**src/include/pbc_pkg.sv**
```systemverilog
// Constants for the transceiver basic control low-bits register bank
package pbc_pkg;
    // ------------------------------------------------------------
    // Register word indices and byte offsets on the bus
    // ------------------------------------------------------------
    localparam logic [1:0] REG_CONTROL = 2'h0;
    localparam logic [1:0] REG_COPPER = 2'h1;
    localparam logic [1:0] REG_STATUS = 2'h2;
    localparam logic [31:0] ADDR_CONTROL = 32'h0000_0000;
    localparam logic [31:0] ADDR_COPPER = 32'h0000_0004;
    localparam logic [31:0] ADDR_STATUS = 32'h0000_0008;
    localparam int ADDR_LIMIT = 12;

    // ------------------------------------------------------------
    // Control register field positions
    // ------------------------------------------------------------
    localparam int CTL_SOFT_RESET = 15;
    localparam int CTL_SPEED_LO = 13;
    localparam int CTL_POWER_DOWN = 11;
    localparam int CTL_ISOLATE = 10;
    localparam int CTL_RESTART = 9;
    localparam int CTL_DUPLEX = 8;
    localparam int CTL_COLL_TEST = 7;
    localparam int CTL_SPEED_HI = 6;

    // Copper specific control fields
    localparam int CSC_POWER_DOWN = 0;
    localparam int CSC_KEEP_ALIVE = 1;

    // Status register fields
    localparam int STS_DUPLEX = 0;
    localparam int STS_SPEED_LO = 1;
    localparam int STS_SPEED_HI = 2;
    localparam int STS_POWERED_DOWN = 3;
    localparam int STS_GMII_OFF = 4;
    localparam int STS_IN_RESET = 5;

    // ------------------------------------------------------------
    // Reset values
    // ------------------------------------------------------------
    localparam logic RST_DUPLEX = 1'h1;
    localparam logic RST_SPEED_HI = 1'h1;
    localparam logic RST_SPEED_LO = 1'h0;
    localparam logic RST_RESTART = 1'h0;
    localparam logic RST_PD2 = 1'h0;
    localparam logic RST_KEEP_ALIVE = 1'h0;

    // Speed codes {upper, lower}
    localparam logic [1:0] SPEED_1000 = 2'h2;
    localparam logic [1:0] SPEED_100 = 2'h1;
    localparam logic [1:0] SPEED_RSVD = 2'h3;

    // ------------------------------------------------------------
    // Timing
    // ------------------------------------------------------------
    localparam int CLK_PERIOD_NS = 10;
    localparam int SRST_TIME_NS = 40;
    localparam int SRST_CYCLES_INT =
        (SRST_TIME_NS + CLK_PERIOD_NS - 1) / CLK_PERIOD_NS;
    localparam logic [2:0] SRST_CYCLES = 3'(SRST_CYCLES_INT);

    // Soft reset sequencer states
    typedef enum logic {
        PBC_RUN,
        PBC_SRST
    } pbc_state_type;
endpackage

```
**src/design/pbc_ctrl.sv**
```systemverilog
// Transceiver basic control register, bits 15..0, with AHB-Lite access
//
// Design decisions made here: the AHB-Lite register port and the placing of the registers.
`timescale 1ns/1ns
// What this block does
// - Stay powered down until both power-down bits are zero.
// - Leaving power-down forces a soft reset and negotiation restart.
// - Keep-alive bit keeps GMII powered in power-down; otherwise GMII shuts down with the PHY.
// - After hardware reset, power-down bit loads from core request.
// - Core request falling edge clears power-down, rising edge sets.
// - Isolate and collision-test bits read zero, have no effect.
// - Negotiation restarts after every hardware and software reset.
// - Writing restart bit restarts negotiation, then self-clears.
// - Core restart request rising edge sets the restart bit.
// - Duplex bit resets full, applied only on reset, restart or wake.
// - Speed bits form code: 10 gigabit, 01 hundred, 11 reserved.
// - Speed upper resets one, stays pending until an update event.
// - Soft reset bit resets state machines, self-clears on completion.
module pbc_ctrl
    import pbc_pkg::*;
(
    input wire logic hclk,
    input wire logic hresetn,
    input wire logic hsel,
    input wire logic [31:0] haddr,
    input wire logic [1:0] htrans,
    input wire logic hwrite,
    input wire logic [2:0] hsize,
    input wire logic [31:0] hwdata,
    input wire logic hready,
    output logic hreadyout,
    output logic hresp,
    output logic [31:0] hrdata,
    input wire logic core_power_down_request,
    input wire logic core_negotiation_restart_request,
    output logic phy_power_down,
    output logic gmii_power_down,
    output logic phy_state_reset,
    output logic negotiation_restart,
    output logic duplex_full,
    output logic [1:0] speed_code,
    output logic speed_reserved
);

    // ------------------------------------------------------------
    // Helpers
    // ------------------------------------------------------------
    // Word index of a byte address, with a valid flag
    function automatic logic [2:0] decode(input logic [31:0] a);
        logic [2:0] r;
        r = 3'h0;
        if (a < 32'(ADDR_LIMIT) && a[1:0] == 2'h0) begin
            r = {1'b1, a[3:2]};
        end
        return r;
    endfunction

    // ------------------------------------------------------------
    // Bus slave state
    // ------------------------------------------------------------
    logic dp_write, next_dp_write;
    logic dp_read, next_dp_read;
    logic rd_done, next_rd_done;
    logic [2:0] dp_idx, next_dp_idx;
    logic [31:0] next_hrdata;
    logic addr_take;
    logic wr_ctl, wr_csc;

    // ------------------------------------------------------------
    // Control state
    // ------------------------------------------------------------
    pbc_state_type state, next_state;
    logic [2:0] srst_cnt, next_srst_cnt;
    logic init_done, next_init_done;
    logic ctl_pd, next_ctl_pd;
    logic ctl_restart, next_ctl_restart;
    logic ctl_duplex, next_ctl_duplex;
    logic ctl_speed_hi, next_ctl_speed_hi;
    logic ctl_speed_lo, next_ctl_speed_lo;
    logic csc_pd2, next_csc_pd2;
    logic csc_keep, next_csc_keep;
    logic app_duplex, next_app_duplex;
    logic [1:0] app_speed, next_app_speed;
    logic pd_out, next_pd_out;
    logic gmii_out, next_gmii_out;
    logic req_pd_q, req_an_q;
    logic powered, wake, srst_start, srst_end, update;
    logic pd_rise, pd_fall, an_rise;

    // ------------------------------------------------------------
    // AHB-Lite slave
    // ------------------------------------------------------------
    // Reads take one wait state so a preceding write is visible
    assign addr_take = hsel & hready & htrans[1];
    assign hreadyout = ~(dp_read & ~rd_done);
    assign hresp = 1'b0;
    assign wr_ctl = dp_write && dp_idx == {1'b1, REG_CONTROL};
    assign wr_csc = dp_write && dp_idx == {1'b1, REG_COPPER};

    // Next bus phase and read data
    always_comb begin
        next_dp_write = dp_write;
        next_dp_read = dp_read;
        next_dp_idx = dp_idx;
        next_rd_done = 1'b0;
        next_hrdata = hrdata;
        if (hreadyout) begin
            next_dp_write = addr_take & hwrite;
            next_dp_read = addr_take & ~hwrite;
            next_dp_idx = addr_take ? decode(haddr) : 3'h0;
        end else begin
            next_rd_done = 1'b1;
            next_hrdata = 32'h0000_0000;
            case (dp_idx)
                {1'b1, REG_CONTROL}: begin
                    next_hrdata[CTL_SOFT_RESET] = state == PBC_SRST;
                    next_hrdata[CTL_SPEED_LO] = ctl_speed_lo;
                    next_hrdata[CTL_POWER_DOWN] = ctl_pd;
                    next_hrdata[CTL_RESTART] = ctl_restart;
                    next_hrdata[CTL_DUPLEX] = ctl_duplex;
                    next_hrdata[CTL_SPEED_HI] = ctl_speed_hi;
                end
                {1'b1, REG_COPPER}: begin
                    next_hrdata[CSC_POWER_DOWN] = csc_pd2;
                    next_hrdata[CSC_KEEP_ALIVE] = csc_keep;
                end
                {1'b1, REG_STATUS}: begin
                    next_hrdata[STS_DUPLEX] = app_duplex;
                    next_hrdata[STS_SPEED_LO] = app_speed[0];
                    next_hrdata[STS_SPEED_HI] = app_speed[1];
                    next_hrdata[STS_POWERED_DOWN] = pd_out;
                    next_hrdata[STS_GMII_OFF] = gmii_out;
                    next_hrdata[STS_IN_RESET] = state == PBC_SRST;
                end
                default: next_hrdata = 32'h0000_0000;
            endcase
        end
    end
    // Bus registers
    always_ff @(posedge hclk or negedge hresetn) begin
        if (!hresetn) begin
            dp_write <= 1'b0;
            dp_read <= 1'b0;
            rd_done <= 1'b0;
            dp_idx <= 3'h0;
            hrdata <= 32'h0000_0000;
        end else begin
            dp_write <= next_dp_write;
            dp_read <= next_dp_read;
            rd_done <= next_rd_done;
            dp_idx <= next_dp_idx;
            hrdata <= next_hrdata;
        end
    end

    // ------------------------------------------------------------
    // Events
    // ------------------------------------------------------------
    // powered down while either bit is set
    assign powered = ctl_pd | csc_pd2;
    // wake: output still down, both bits already clear
    assign wake = init_done & pd_out & ~powered;
    assign pd_rise = init_done & core_power_down_request & ~req_pd_q;
    assign pd_fall = init_done & ~core_power_down_request & req_pd_q;
    assign an_rise = init_done & core_negotiation_restart_request & ~req_an_q;
    // soft reset starts at once on a write of one
    assign srst_start = wake | (wr_ctl & hwdata[CTL_SOFT_RESET]);
    assign srst_end = state == PBC_SRST && srst_cnt == 3'h1;
    // pending duplex and speed copied on these events
    assign update = srst_start | ctl_restart;

    // ------------------------------------------------------------
    // Control next values
    // ------------------------------------------------------------
    always_comb begin
        next_init_done = 1'b1;
        next_state = state;
        next_srst_cnt = srst_cnt;
        next_ctl_pd = ctl_pd;
        next_ctl_restart = 1'b0;
        next_ctl_duplex = ctl_duplex;
        next_ctl_speed_hi = ctl_speed_hi;
        next_ctl_speed_lo = ctl_speed_lo;
        next_csc_pd2 = csc_pd2;
        next_csc_keep = csc_keep;
        next_app_duplex = app_duplex;
        next_app_speed = app_speed;
        // Software writes first, hardware events override below
        if (wr_ctl) begin
            next_ctl_pd = hwdata[CTL_POWER_DOWN];
            next_ctl_duplex = hwdata[CTL_DUPLEX];
            next_ctl_speed_hi = hwdata[CTL_SPEED_HI];
            next_ctl_speed_lo = hwdata[CTL_SPEED_LO];
            next_ctl_restart = hwdata[CTL_RESTART];
        end
        if (wr_csc) begin
            next_csc_pd2 = hwdata[CSC_POWER_DOWN];
            next_csc_keep = hwdata[CSC_KEEP_ALIVE];
        end
        // first edge after release samples the request
        if (!init_done) begin
            next_ctl_pd = core_power_down_request;
        end
        // request edges beat a software write
        if (pd_rise) begin
            next_ctl_pd = 1'b1;
        end
        if (pd_fall) begin
            next_ctl_pd = 1'b0;
        end
        // restart after hardware and software reset
        // core request edge sets the restart bit
        if (!init_done || srst_end || an_rise) begin
            next_ctl_restart = 1'b1;
        end
        // speed applied only on an update event
        if (update) begin
            next_app_duplex = next_ctl_duplex;
            next_app_speed = {next_ctl_speed_hi, next_ctl_speed_lo};
        end
        // power-down bit is not touched here
        case (state)
            PBC_RUN: begin
                if (srst_start) begin
                    next_state = PBC_SRST;
                    next_srst_cnt = SRST_CYCLES;
                end
            end
            PBC_SRST: begin
                next_srst_cnt = srst_cnt - 3'h1;
                if (srst_end) begin
                    next_state = PBC_RUN;
                end
            end
            default: next_state = PBC_RUN;
        endcase
        // output lags the bits by one cycle so wake sees the fall
        next_pd_out = powered;
        // GMII follows keep-alive while powered down
        next_gmii_out = powered & ~csc_keep;
    end
    // Control registers
    always_ff @(posedge hclk or negedge hresetn) begin
        if (!hresetn) begin
            init_done <= 1'b0;
            state <= PBC_RUN;
            srst_cnt <= 3'h0;
            ctl_pd <= 1'b0;
            ctl_restart <= RST_RESTART;
            ctl_duplex <= RST_DUPLEX;
            ctl_speed_hi <= RST_SPEED_HI;
            ctl_speed_lo <= RST_SPEED_LO;
            csc_pd2 <= RST_PD2;
            csc_keep <= RST_KEEP_ALIVE;
            app_duplex <= RST_DUPLEX;
            app_speed <= {RST_SPEED_HI, RST_SPEED_LO};
            pd_out <= 1'b0;
            gmii_out <= 1'b0;
            req_pd_q <= 1'b0;
            req_an_q <= 1'b0;
        end else begin
            init_done <= next_init_done;
            state <= next_state;
            srst_cnt <= next_srst_cnt;
            ctl_pd <= next_ctl_pd;
            ctl_restart <= next_ctl_restart;
            ctl_duplex <= next_ctl_duplex;
            ctl_speed_hi <= next_ctl_speed_hi;
            ctl_speed_lo <= next_ctl_speed_lo;
            csc_pd2 <= next_csc_pd2;
            csc_keep <= next_csc_keep;
            app_duplex <= next_app_duplex;
            app_speed <= next_app_speed;
            pd_out <= next_pd_out;
            gmii_out <= next_gmii_out;
            req_pd_q <= core_power_down_request;
            req_an_q <= core_negotiation_restart_request;
        end
    end

    // ------------------------------------------------------------
    // Outputs
    // ------------------------------------------------------------
    assign phy_power_down = pd_out;
    assign gmii_power_down = gmii_out;
    assign phy_state_reset = state == PBC_SRST;
    assign negotiation_restart = ctl_restart;
    assign duplex_full = app_duplex;
    assign speed_code = app_speed;
    assign speed_reserved = app_speed == SPEED_RSVD;
endmodule

```
**config.mk**
```make
export PLATFORM = sky130hd
export DESIGN_NAME = pbc_ctrl
export DESIGN_NICKNAME = d
export VERILOG_FILES = /design/src/include/pbc_pkg.sv /design/src/design/pbc_ctrl.sv
export SDC_FILE = /design/constraint.sdc
export NUM_CORES = 1
export LEC_CHECK = 0
export BUFFER_PORTS_ARGS = -buffer_cell sky130_fd_sc_hd__buf_2
export CORE_ASPECT_RATIO = 1.4
export CORE_MARGIN = 4
export CORE_UTILIZATION = 41
export CTS_CLUSTER_SIZE = 8
export DETAILED_ROUTE_END_ITERATION = 10
export PLACE_DENSITY = 0.8
export SYNTH_ARGS = -nofsm -noshare
export SYNTH_HDL_FRONTEND = slang
export SYNTH_SLANG_ARGS = --single-unit
```
**constraint.sdc**
```tcl
create_clock -name hclk -period 2.07 [get_ports hclk]
set_input_delay 0.207 -clock hclk [delete_from_list [all_inputs] [get_ports hclk]]
set_output_delay 0.207 -clock hclk [all_outputs]
set_load 0.02 [all_outputs]
```
==> reports/metrics.csv <==
metric;value;unit
antenna_found_initial;0;
grt_pass1_wl;5996;µm
ys_types;35;
syn_avg_cell_area;11.31;µm²
relSlewSlack;47.09;%
path_max_fanout;6;
io_pins;118;
fmax;585.9;MHz
synth_area;0.001730;mm²
setup_tns;0;ns
status;finished with violations;
finalCriticalPeriod;1.707;ns
wl_met2;1894;µm
wl;3650;µm
place_congestion;0.7483;
setup_viol;0;
die_w;62.91;µm
cts_buffers;5;
drive_gt1_share;42.92;%
drcViolationCount;0;
final-seq-area;930.9;µm²
clockBufferDepth;2;
via_per_inst;4.807;
synthCells;153;
wl_met1;1429;µm
timing.reg2reg.setup_slack;0.36;ns
nets;303;
core;0.004020;mm²
vdd_drop_max;343.9;µV
slew_violations;0;
violations;hold timing;
start_util;43.04;%
syn2layout_area_growth;26.10;%
synth_top_area_share;47.72;%
final_util;54.28;%
required;2.25;ns
p_per_area;938.8;mW/mm²
root_buffer;clkbuf_8;
fillCellCount;340;
hold_viol;3;
synth_top_area_cell;dfrtp_1;
hold_path_class;input pin to async pin;
synth.area.top_cells;dfrtp_1 48%, buf_4 9.1%, dfstp_2 6.1%;
synth-seq-cells;37;
clkTransAtPathRegs;0.07;ns
yosysWarnings;0;
worst_slack;0.3631;ns
multi_input_area;666.9;µm²
cts_setup_buffers;0;
synth-main-ff-cell;dfrtp_1;
grt_use_total;14.29;%
detailed_place_hpwl;2962;µm
finalCritPeriodShare;82.46;%
cts_max_level;2;
drtAntennaViolNets;0;
leakage;1.148;nW
criticalPathCategory;flop to flop;
start_kind;flop;
async_flop_share;100.0;%
regToRegEndpoint;speed_code[0];
worstRegToRegCells;4;
rsz0062_at_grt;false;
grt_pass1_vias;1329;
highest_layer;met4;
arrival;1.89;ns
grt_max_degree;38;
holdWs;-0.004974;ns
clock-sinks;37;
postCtsResizedCells;0;
hold_buffers;0;
drtPass1Iterations;4;
wl_met3;279;µm
critPathCaptureType;flop;
cts_tree;yes;
antenna_cells;0;
grt_remaining_overflow;0;
yosysSeqAreaShare;53.80;%
vias;1293;
dieHeight;84.87;µm
num_rows;27;
worst_slew_pin_slew;0.7937;ns
port-buffer-count;68;
fin_skew;0.005841;ns
worstReg2RegStart;dp_idx[1];
drtIter0Drc;37;
clock_latency;0.29;ns
wire_per_inst;13.57;µm
dp_slack;0.3503;ns
maxCapViolCount;0;
synth_edf_count;0;
die_area;0.005338;mm²
per-stage QoR:
| stage | cell area (µm²) | instances | total power, mW | hold slack (ns) |
|---|---|---|---|---|
| 2_1_floorplan | 1805 | 173 | 1.208 | -0.08859 |
| 3_3_place_gp | 2044 | 261 | 1.307 | 0.3284 |
| 3_5_place_dp | 2044 | 261 | 1.325 | 0.3345 |
| 4_1_cts | 2182 | 269 | 2.074 | 0.02159 |
| 5_1_grt | 2182 | 269 | 2.182 | 0.01896 |
| 6_report | 2182 | 269 | 2.048 | -0.004974 |
state kept, by name, indices dropped and copies added (netlist names), 2 cells and up:
| name | count |
|---|---|
| dp_idx | 3 |
| hrdata | 12 |
| srst_cnt | 3 |
| speed_code | 2 |
Yosys cell counts, drive strengths merged (3+ instances only):
cell type,instances
nand2,15
inv,8
a22o,9
dfrtp,33
o21ai,9
nor4,8
clkbuf,3
buf,23
a22oi,3
dfstp,4
mux2,10
power by group:
| part | switching, mW | leakage, nW | internal [mW] | total, mW |
|---|---|---|---|---|
| registers | 0.0625 | 0.469 | 0.798 | 0.860 |
| logic | 0.274 | 0.610 | 0.173 | 0.447 |
| clock network | 0.257 | 0.0687 | 0.485 | 0.742 |
| total | 0.593 | 1.15 | 1.46 | 2.05 |
worst max-delay path by stage:
stage	cells after the start	end	startpoint	slack (ns)
final	4	speed_code[0]	dp_idx[1]	0.36
after CTS	4	speed_code[0]	dp_idx[1]	0.34
after floorplan	4	speed_code[0]	dp_idx[1]	0.51
after global placement	4	speed_code[0]	dp_idx[1]	0.37
after detailed placement	4	speed_code[0]	dp_idx[1]	0.35
after global routing	5	ctl_pd	dp_idx[2]	0.24
critical path, cell delays in order (launching register included):
cell	delay [ns]
dfrtp_1	0.44
nor4bb_1	0.33
buf_4	0.22
mux2_2	0.35
mux2_4	0.26
layer usage:
metal  global-route usage [%]  vias to the layer above
li1                         -                      638
met1                    16.15                      607
met2                    24.59                       42
met3                    5.828                        6
met4                    4.217                        0
met5                        0                        -
cells by family (layout without fill, tap and decap cells):
group	Yosys count	in the layout	synth area share, %
AO/OA/AOI/OAI	27	27	10.85
XOR/XNOR	1	1	0.5062
adder cells (fa/ha/maj)	2	2	1.446
buffers and inverters	34	87	12.00
flip-flops	37	37	53.80
multiplexers	10	10	7.158
other	2	22	0.4340
AND/OR/NAND/NOR	40	40	13.81
layout make-up:
cell class / count / area share [%]
repair buffers: 71 / 16.63
flip-flops and latches: 37 / 42.66
clock inverters: 3 / 3.154
inverters: 8 / 1.376
clock buffers: 5 / 3.154
well taps: 43 / 2.466
multi-input cells: 102 / 30.56
cell usage in the layout, fill, tap and decap left out, drive strengths merged:
cell type  synthesis  routed
a211o              1       1
a21o               1       1
a21oi              2       2
a22o               9       9
a22oi              3       3
a31oi              1       1
and2               2       2
and3               1       1
buf               23      71
bufinv             0       2
clkbuf             3       5
conb               2      22
dfrtp             33      33
dfstp              4       4
ha                 2       2
inv                8       9
mux2              10      10
nand2             15      15
nand2b             1       1
nand3              2       2
nand4              1       1
nand4b             2       2
nor2               2       2
nor2b              2       2
nor3               2       2
nor4               8       8
nor4b              1       1
nor4bb             1       1
o2111ai            1       1
o21ai              9       9
xnor2              1       1
Power figures use the tool's default switching activity.
